==> config.mk <==
export PLATFORM = sky130hd
export DESIGN_NAME = trace_packet_framer_flat
export DESIGN_NICKNAME = d
export VERILOG_FILES = /design/src/verilog/trace_pkg.sv /design/src/verilog/trace_link_if.sv /design/src/verilog/src_fifo.sv /design/src/verilog/trace_packet_framer.sv /design/src/flat_wrapper.sv
export VERILOG_INCLUDE_DIRS = /design/src /design/src/verilog
export SDC_FILE = /design/constraint.sdc
export NUM_CORES = 1
export LEC_CHECK = 0
export BUFFER_PORTS_ARGS = -buffer_cell sky130_fd_sc_hd__buf_2
export CORE_MARGIN = 5
export CORE_UTILIZATION = 40
export CTS_BUF_LIST = sky130_fd_sc_hd__clkbuf_8
export DETAILED_ROUTE_END_ITERATION = 10
export PLACE_DENSITY_LB_ADDON = 0.08
export SYNTH_ARGS = -nofsm -noshare
export SYNTH_HDL_FRONTEND = slang
export SYNTH_SLANG_ARGS = --single-unit
==> constraint.sdc <==
create_clock -name ref_clk -period 12 [get_ports ref_clk]
set_input_delay 1.8 -clock ref_clk [delete_from_list [all_inputs] [get_ports ref_clk]]
set_output_delay 1.8 -clock ref_clk [all_outputs]
set_load 0.01 [all_outputs]
==> src/verilog/trace_map.svh <==
// constants of the trace packet framer: header codes, field positions, timing counts
// assumes a 50 MHz ref_clk and is included by bare name
`ifndef TRACE_MAP_SVH
`define TRACE_MAP_SVH
`define HDR_SYNC        8'h00
`define SYNC_TAIL       8'h80
`define SYNC_LEN        3'h7
`define HDR_OVF         8'h70
`define HDR_LTS_LONG    8'hC0
`define TC_LSB          4
`define CONT_BIT        7
`define DELTA_W         28
`define SHORT_MIN       28'h0000001
`define SHORT_MAX       28'h0000006
`define SYNC_ZERO_BITS  6'h2F
`define MAX_PKT_LEN     3'h7
`define CLK_PERIOD_NS   20
`define SYNC_PERIOD_US  80
`define SYNC_PERIOD_CYC ((`SYNC_PERIOD_US * 1000) / `CLK_PERIOD_NS)
`define SRC_FIFO_DEPTH  4
`define SRC_WORD_W      40
`endif

==> src/verilog/trace_pkg.sv <==
// types shared by both ends of the trace byte link
// assumes trace_map.svh is on the include path
`include "trace_map.svh"
package trace_pkg;
  typedef enum logic [1:0] {IDLE = 2'b01, SEND = 2'b10} fsm_t;
  typedef struct packed {
    logic [5:0]  addr;
    logic [1:0]  ss;
    logic [31:0] data;
  } src_t;
  typedef struct packed {
    logic [6:0][7:0] b;
    logic [2:0]      len;
  } pkt_t;

  // payload byte count of a source packet from its size code
  function automatic logic [2:0] src_bytes(input logic [1:0] ss);
    unique case (ss)
      2'b01:   src_bytes = 3'h1;
      2'b10:   src_bytes = 3'h2;
      2'b11:   src_bytes = 3'h4;
      default: src_bytes = 3'h0;
    endcase
  endfunction : src_bytes
endpackage : trace_pkg

==> src/verilog/trace_link_if.sv <==
// byte and bit stream between the framer and a trace sink
// assumes both ends share ref_clk; serial_sel picks which path carries data
`timescale 1ns/1ns
interface trace_link_if;
  logic [7:0] byte_data;
  logic       byte_valid;
  logic       byte_ready;
  logic       bit_data;
  logic       bit_valid;
  logic       bit_ready;
  logic       serial_sel;
  modport framer_end (output byte_data, output byte_valid, output bit_data,
                      output bit_valid, output serial_sel,
                      input byte_ready, input bit_ready);
  modport sink_end   (input byte_data, input byte_valid, input bit_data,
                      input bit_valid, input serial_sel,
                      output byte_ready, output bit_ready);
endinterface : trace_link_if

==> src/verilog/src_fifo.sv <==
// small first-in first-out buffer with valid/ready on both sides
// assumes a single clock; clk_en low freezes it
`timescale 1ns/1ns
module src_fifo #(
  parameter int W = 40,
  parameter int D = 4
) (
  input  logic         ref_clk,
  input  logic         rst,
  input  logic         clk_en,
  input  logic [W-1:0] in_data,
  input  logic         in_valid,
  output logic         in_ready,
  output logic [W-1:0] out_data,
  output logic         out_valid,
  input  logic         out_ready
);
  localparam int AW = $clog2(D);
  typedef struct packed {
    logic [D-1:0][W-1:0] mem;
    logic [AW:0]         cnt;
    logic [AW-1:0]       rd;
  } fifo_t;
  fifo_t q, d;
  logic push, pop;
  logic [AW-1:0] wr;

  assign in_ready  = (q.cnt != (AW+1)'(D));
  assign out_valid = (q.cnt != '0);
  assign out_data  = q.mem[q.rd];

  always_comb begin
    d    = q;
    push = in_valid && in_ready;
    pop  = out_valid && out_ready;
    wr   = AW'(q.rd + AW'(q.cnt));
    if (push) begin
      d.mem[wr] = in_data;
    end
    if (pop) begin
      d.rd = AW'(q.rd + 1'b1);
    end
    d.cnt = (AW+1)'(q.cnt + {AW'(0), push} - {AW'(0), pop});
  end

  always_ff @(posedge ref_clk or posedge rst) begin
    if (rst) begin
      q <= '0;
    end else if (clk_en) begin
      q <= d;
    end
  end
endmodule : src_fifo

==> src/verilog/trace_packet_framer.sv <==
// trace packet framer: merges stimulus and watchpoint packets with sync,
// overflow and local timestamp packets into one byte or bit stream.
// assumes a sink on trace_link_if on the same ref_clk; serial_mode selects bit path.
`timescale 1ns/1ns
`include "trace_map.svh"
module trace_packet_framer (
  input  logic                 ref_clk,
  input  logic                 rst,
  input  logic                 clk_en,
  trace_link_if.framer_end     link,
  input  logic                 serial_mode,
  input  logic                 sync_en,
  input  logic                 ts_en,
  input  logic                 stim_valid,
  input  logic [4:0]           stim_port,
  input  logic [1:0]           stim_size,
  input  logic [31:0]          stim_data,
  output logic                 stim_ready,
  input  logic                 page_wr,
  input  logic [2:0]           page_val,
  output logic [2:0]           page,
  input  logic                 wp_valid,
  input  logic [4:0]           wp_addr,
  input  logic [1:0]           wp_size,
  input  logic [31:0]          wp_data,
  output logic                 wp_busy,
  output logic                 overflow_sent,
  output logic                 busy
);
  typedef struct packed {
    trace_pkg::fsm_t     st;
    trace_pkg::pkt_t     pkt;
    logic [2:0]          idx;
    logic [2:0]          bitn;
    logic [27:0]         ts;
    logic [27:0]         ts_cap;
    logic                ts_pend;
    logic                ovf_pend;
    logic                late;
    logic [11:0]         sync_cnt;
    logic                sync_pend;
    logic                wp_full;
    trace_pkg::src_t     wp;
    logic [2:0]          page;
    logic                ovf_sent;
  } framer_t;

  framer_t q, d;
  trace_pkg::src_t stim_word;
  trace_pkg::src_t fifo_word;
  logic            fifo_valid;
  logic            fifo_pop;
  logic            adv;
  logic            sync_on;

  // source header: port in the upper bits, size code in the two low bits
  assign stim_word = '{addr: {1'b0, stim_port}, ss: stim_size, data: stim_data};

  // the buffer absorbs bursts of stimulus writes while a packet is on the link
  src_fifo #(
    .W (`SRC_WORD_W),
    .D (`SRC_FIFO_DEPTH)
  ) src_fifo_inst (
    .ref_clk   (ref_clk),
    .rst       (rst),
    .clk_en    (clk_en),
    .in_data   (stim_word),
    .in_valid  (stim_valid),
    .in_ready  (stim_ready),
    .out_data  (fifo_word),
    .out_valid (fifo_valid),
    .out_ready (fifo_pop)
  );

  function automatic trace_pkg::pkt_t src_pkt(input trace_pkg::src_t w);
    trace_pkg::pkt_t p;
    p          = '0;
    p.b[0]     = {w.addr, w.ss};
    p.b[1]     = w.data[7:0];
    p.b[2]     = w.data[15:8];
    p.b[3]     = w.data[23:16];
    p.b[4]     = w.data[31:24];
    p.len      = 3'(trace_pkg::src_bytes(w.ss) + 3'h1);
    return p;
  endfunction : src_pkt

  // delta timestamp packet; short form only for synchronous deltas 1..6
  function automatic trace_pkg::pkt_t lts_pkt(input logic [27:0] dv, input logic [1:0] tc);
    trace_pkg::pkt_t p;
    logic [2:0]      k;
    p = '0;
    if (tc == 2'b00 && dv >= `SHORT_MIN && dv <= `SHORT_MAX) begin
      p.b[0] = {1'b0, dv[2:0], 4'h0};
      p.len  = 3'h1;
    end else begin
      if (dv[27:7] == '0) begin
        k = 3'h1;
      end else if (dv[27:14] == '0) begin
        k = 3'h2;
      end else if (dv[27:21] == '0) begin
        k = 3'h3;
      end else begin
        k = 3'h4;
      end
      p.b[0] = `HDR_LTS_LONG | {2'b00, tc, 4'h0};
      for (int i = 1; i <= 4; i++) begin
        p.b[i] = {(3'(i) < k), dv[7*(i-1) +: 7]};
      end
      p.len = 3'(k + 3'h1);
    end
    return p;
  endfunction : lts_pkt

  // zero header, five zero payload bytes, then 8'h80: 55 zeros and the one bit
  function automatic trace_pkg::pkt_t sync_pkt();
    trace_pkg::pkt_t p;
    p      = '0;
    p.b[0] = `HDR_SYNC;
    p.b[6] = `SYNC_TAIL;
    p.len  = `SYNC_LEN;
    return p;
  endfunction : sync_pkt

  assign sync_on = !serial_mode || sync_en;

  always_comb begin
    d        = q;
    adv      = 1'b0;
    fifo_pop = 1'b0;
    d.ovf_sent = 1'b0;
    // output side: one byte or one bit per accepted beat
    if (q.st == trace_pkg::SEND) begin
      if (serial_mode) begin
        if (link.bit_ready) begin
          d.bitn = 3'(q.bitn + 3'h1);
          adv    = (q.bitn == 3'h7);
        end
      end else begin
        adv = link.byte_ready;
      end
      if (adv) begin
        d.idx = 3'(q.idx + 3'h1);
        if (q.idx == 3'(q.pkt.len - 3'h1)) begin
          // wrap here so the byte index never leaves the seven-byte buffer
          d.idx = '0;
          d.st  = trace_pkg::IDLE;
        end
      end
    end
    // free-running delta counter
    d.ts = 28'(q.ts + 28'h1);
    // periodic sync request
    if (sync_on) begin
      if (q.sync_cnt == '0) begin
        d.sync_cnt  = 12'(`SYNC_PERIOD_CYC - 1);
        d.sync_pend = 1'b1;
      end else begin
        d.sync_cnt = 12'(q.sync_cnt - 12'h1);
      end
    end
    if (page_wr) begin
      d.page = page_val;
    end
    // arbitration, highest first: sync, overflow, timestamp, watchpoint, stimulus
    if (q.st == trace_pkg::IDLE) begin
      d.idx  = '0;
      d.bitn = '0;
      if (q.sync_pend) begin
        d.pkt       = sync_pkt();
        d.sync_pend = 1'b0;
        d.page      = '0;
        d.st        = trace_pkg::SEND;
      end else if (q.ovf_pend) begin
        d.pkt       = '0;
        d.pkt.b[0]  = `HDR_OVF;
        d.pkt.len   = 3'h1;
        d.ovf_pend  = 1'b0;
        d.late      = 1'b1;
        d.ovf_sent  = 1'b1;
        d.st        = trace_pkg::SEND;
      end else if (q.ts_pend) begin
        d.pkt     = lts_pkt(q.ts_cap, {q.late, 1'b0});
        d.ts_pend = 1'b0;
        d.late    = 1'b0;
        d.st      = trace_pkg::SEND;
      end else if (q.wp_full || fifo_valid) begin
        if (q.wp_full) begin
          d.pkt     = src_pkt(q.wp);
          d.wp_full = 1'b0;
        end else begin
          d.pkt    = src_pkt(fifo_word);
          fifo_pop = 1'b1;
        end
        if (ts_en) begin
          // capture at data time, then restart so the next value is a delta
          d.ts_cap  = q.ts;
          d.ts_pend = 1'b1;
          d.ts      = '0;
        end
        d.st = trace_pkg::SEND;
      end
    end
    // event sets come after the clears so a same-cycle event is kept
    if (wp_valid) begin
      if (d.wp_full) begin
        d.ovf_pend = 1'b1;
      end else begin
        d.wp      = '{addr: {1'b1, wp_addr}, ss: wp_size, data: wp_data};
        d.wp_full = 1'b1;
      end
    end
    if (stim_valid && !stim_ready) begin
      d.ovf_pend = 1'b1;
    end
    if (&q.ts) begin
      d.ovf_pend = 1'b1;
    end
  end

  always_ff @(posedge ref_clk or posedge rst) begin
    if (rst) begin
      q    <= '0;
      q.st <= trace_pkg::IDLE;
    end else if (clk_en) begin
      q <= d;
    end
  end

  // same bytes on both paths; only the carrier differs
  assign link.serial_sel = serial_mode;
  assign link.byte_data  = q.pkt.b[q.idx];
  assign link.byte_valid = (q.st == trace_pkg::SEND) && !serial_mode;
  assign link.bit_data   = q.pkt.b[q.idx][q.bitn];
  assign link.bit_valid  = (q.st == trace_pkg::SEND) && serial_mode;
  assign page            = q.page;
  assign wp_busy         = q.wp_full;
  assign overflow_sent   = q.ovf_sent;
  assign busy            = (q.st == trace_pkg::SEND);
endmodule : trace_packet_framer

==> src/flat_wrapper.sv <==
// flat-port wrapper written by rule: the top's interface ports become plain ports
module trace_packet_framer_flat 
  (ref_clk, rst, clk_en, serial_mode, sync_en, ts_en, stim_valid, stim_port, stim_size, stim_data, stim_ready, page_wr, page_val, page, wp_valid, wp_addr, wp_size, wp_data, wp_busy, overflow_sent, busy, link_byte_data, link_byte_valid, link_bit_data, link_bit_valid, link_serial_sel, link_byte_ready, link_bit_ready);
  trace_link_if link_i ();
  input  logic ref_clk;
  input  logic rst;
  input  logic clk_en;
  input  logic serial_mode;
  input  logic sync_en;
  input  logic ts_en;
  input  logic stim_valid;
  input  logic [4:0] stim_port;
  input  logic [1:0] stim_size;
  input  logic [31:0] stim_data;
  output logic stim_ready;
  input  logic page_wr;
  input  logic [2:0] page_val;
  output logic [2:0] page;
  input  logic wp_valid;
  input  logic [4:0] wp_addr;
  input  logic [1:0] wp_size;
  input  logic [31:0] wp_data;
  output logic wp_busy;
  output logic overflow_sent;
  output logic busy;
  output wire logic [$bits(link_i.byte_data)-1:0] link_byte_data;
  output wire logic [$bits(link_i.byte_valid)-1:0] link_byte_valid;
  output wire logic [$bits(link_i.bit_data)-1:0] link_bit_data;
  output wire logic [$bits(link_i.bit_valid)-1:0] link_bit_valid;
  output wire logic [$bits(link_i.serial_sel)-1:0] link_serial_sel;
  input wire logic [$bits(link_i.byte_ready)-1:0] link_byte_ready;
  input wire logic [$bits(link_i.bit_ready)-1:0] link_bit_ready;
  assign link_byte_data = link_i.byte_data;
  assign link_byte_valid = link_i.byte_valid;
  assign link_bit_data = link_i.bit_data;
  assign link_bit_valid = link_i.bit_valid;
  assign link_serial_sel = link_i.serial_sel;
  assign link_i.byte_ready = link_byte_ready;
  assign link_i.bit_ready = link_bit_ready;
  trace_packet_framer u_core (.ref_clk(ref_clk), .rst(rst), .clk_en(clk_en), .link(link_i), .serial_mode(serial_mode), .sync_en(sync_en), .ts_en(ts_en), .stim_valid(stim_valid), .stim_port(stim_port), .stim_size(stim_size), .stim_data(stim_data), .stim_ready(stim_ready), .page_wr(page_wr), .page_val(page_val), .page(page), .wp_valid(wp_valid), .wp_addr(wp_addr), .wp_size(wp_size), .wp_data(wp_data), .wp_busy(wp_busy), .overflow_sent(overflow_sent), .busy(busy));
endmodule
==> results.toml <==
[route]
post-route-drc-count = 0
vias = 10200
drt-initial-drc-count = 602
totalWireLength_um = 39500
antenna_left = 0
wire_per_inst_um = 20.7
via_per_inst = 5.38
drt_first_pass_iters = 5

[pwr]
power_w = 0.00417
ir_drop_v = 0.000104
seq_power_share_pct = 44.3
p_clk_share_pct = 24.6
p_switching_w = 0.00137
p_int_w = 0.00280
switching_share_pct = 32.8
pwr-share-comb_pct = 31.0
p_leak_nw = 7.85
cellPowerDensity_nw_per_um2 = 236

[timing]
fin_hold_ws_ps = 468
rsz0062_at_grt = "no"
max_slew_margin_pct = 26.0
min_period_ps = 4550
skew_ps = 49.5
timing.final.max_slew_violations = 0
tns_ps = 0
finalCritPeriodShare_pct = 37.9
max_freq_mhz = 220
timing.final.hold_violations = 0
setup_violations = 0
tightest_slew_ps = 1110

[setup_path]
cp_cell_sequence = "mux2i_1, o32ai_1, a31o_2, o2111ai_1, nand4_1, buf_2"
rr_worst_depth = 5
crit_type = "register to primary output"
end_kind = "primary output"
crit_fanout = 19
crit_required_ps = 10200
cp-endpoint = "link_bit_data"
timing.rr.start = "u_core.q[182]"
slowest_stage = "dfrtp_1"
slowest_delay_ps = 820
cp.arrival_ps = 2750
worst-r2r-setup-slack_ps = 8950
cp_top_family = "flip-flops"
startpoint = "u_core.q[122]"
crit_buf_inv = 1
cp.depth = 6
cp-start-kind = "register"
rr_endpoint = "u_core.q[150]"

[global_routing]
grt_usage_pct = 18.5
grt_pass1_vias = 10700
grt-busiest-layer = "met2"
grt_use_met1_pct = 27.1
grt_max_degree = 169
met2_usage_pct = 28.2
grt_pass1_wl_um = 63400
grt_remaining_overflow = 0
antenna_found_initial = 1
use_met3_pct = 3.78

[final_layout]
drive_above_1_share_pct = 33.7
antenna_cells = 0
nets = 1446
fillers = 3686
syn_to_final_growth_pct = 14.0
post-route-util_pct = 45.9

[cts]
post_cts_buffers = 0
cts.clk_slew.worst_paths_ps = 60
cts_root_buffer = "clkbuf_8"
cts_tree = "built"
cts.sinks = 330
clk_latency_ps = 680
cts_buffers = 57
clk_path_buf_depth = 3
ctsResizeCount = 0
ctsHoldBuffers = 0
cts_htree_levels = 2

[yosys]
synth_seq_cells = 330
syn_nets = 1343
synth_cell_types = 67
netlist_top_cells_count = "329 x dfrtp_1, 203 x mux2_2, 90 x nand2_1"
yosysMostFrequentCell = "dfrtp_1"
synthCells = 1236
ys_warn_count = 0
synthTopCellsByArea = "dfrtp_1 53%, mux2_2 15%, mux4_2 5.8%"
async_reset_ff_share_pct = 100
yosysTopAreaCell = "dfrtp_1"
synthFlopType = "dfrtp_1"
synth_seq_area_share_pct = 53.2
syn_area_um2 = 15500
synth_top_area_share_pct = 53.0
synth_edf_count = 0
synth.avg_cell_area_um2 = 12.6

[place]
port_buffers = 110
gp_congestion = 0.771
dpl.hpwl_um = 25300

[die]
die_y_um = 207
die_area_um2 = 42900
initial_core_util_pct = 40.3
core_area_um2 = 38600
die_w_um = 207
io_pins = 111
placementRows = 72

[flow_run]
cap_viol_max_count = 0

[outcome]
status = "finished, final reports clean"

[worst_hold_path]
hold_class = "register to register"
worstHoldPathCells = 1
-- metrics by stage --
| step | std cells | setup slack (ps) | area (um2) |
|---|---|---|---|
| floorplan | 1236 | 1060 | 15500 |
| global placement | 1798 | 7640 | 16500 |
| detailed placement | 1798 | 7600 | 16500 |
| CTS | 1905 | 7370 | 17700 |
| global route | 1905 | 7230 | 17700 |
| finish | 1905 | 7450 | 17700 |
-- worst register-to-register path, stage by stage, from the launching register on --
cell	delay, ps
dfstp_2	530
ha_1	470
nand3_1	370
a2111oi_4	1080
buf_4	380
a22o_1	160
-- cell families (layout without fill, tap and decap cells) --
kind of cell               count (synthesis)  count (layout)  synth area share, %
AOI/OAI and AO/OA                        180             180                 8.17
and+or+nand+nor                          267             267                 8.24
DFF                                      330             330                 53.2
adders and majority gates                 15              15                 1.26
xor gates and xnor gates                  45              45                 2.63
muxes                                    283             283                 23.3
buffers and inverters                    116             267                 3.21
-- routing by layer --
layer	share of wire [%]	vias to the layer above	routed length [um]
li1	-	4731	-
met1	48	5267	19000
met2	45	187	17900
met3	4.6	60	1830
met4	1.9	2	743
met5	0.033	-	13
-- layout make-up --
cell class | instances | area, um2 | area share, %
Inverter | 34 | 135 | 0.763
Sequential cell | 330 | 8260 | 46.7
Clock inverter | 34 | 159 | 0.897
Clock buffer | 73 | 1000 | 5.67
Tap cell | 518 | 648 | 3.66
Multi-Input combinational cell | 790 | 6820 | 38.5
Timing Repair Buffer | 126 | 683 | 3.86
-- registers in the layout, summed over array words and instances (netlist names) --
register                flops
u_core.q                  164
u_core.src_fifo_inst.q    161
u_core.page                 3
u_core.overflow_sent        1
u_core.wp_busy              1
-- placed cells by master (no fill, tap or decap), types with 5 or more instances in the layout --
cell type / netlist / routed
xnor2_1: 35 / 35
mux4_2: 40 / 40
a22oi_1: 32 / 32
mux2_1: 27 / 27
and2_1: 5 / 5
nand2_1: 90 / 90
nor4_1: 12 / 12
o2111ai_1: 5 / 5
mux2_2: 203 / 203
a21oi_1: 16 / 16
mux2i_1: 13 / 13
o21ai_0: 51 / 51
clkinv_2: 0 / 5
a22o_1: 33 / 33
nand3_1: 19 / 17
or3_1: 5 / 5
and3_1: 6 / 6
buf_4: 4 / 15
buf_2: 20 / 110
ha_1: 14 / 14
clkbuf_8: 0 / 73
nand3b_1: 6 / 6
xor2_1: 9 / 9
dfrtp_1: 329 / 326
nor3_1: 29 / 27
nand4_1: 10 / 10
inv_1: 34 / 60
nor2_1: 62 / 61
-- power by group through the flow --
stage / registers (W) / logic [W] / clock network [W]
after floorplan: 0.00175 / 0.00103 / 0
after global placement: 0.00186 / 0.00128 / 0
after detailed placement: 0.00187 / 0.00131 / 0
after CTS: 0.00185 / 0.00131 / 0.00107
after global routing: 0.00191 / 0.00143 / 0.00111
final: 0.00185 / 0.00129 / 0.00103
-- worst min-delay path by stage --
stage	startpoint	to
after floorplan	u_core.q[57]	u_core.q[57]
after CTS	u_core.q[57]	u_core.q[57]
after detailed placement	u_core.q[57]	u_core.q[57]
after global routing	u_core.page[0]	u_core.page[0]
final	u_core.q[57]	u_core.q[57]
after global placement	u_core.q[57]	u_core.q[57]
Note: power is estimated with default switching activity, not from simulation.
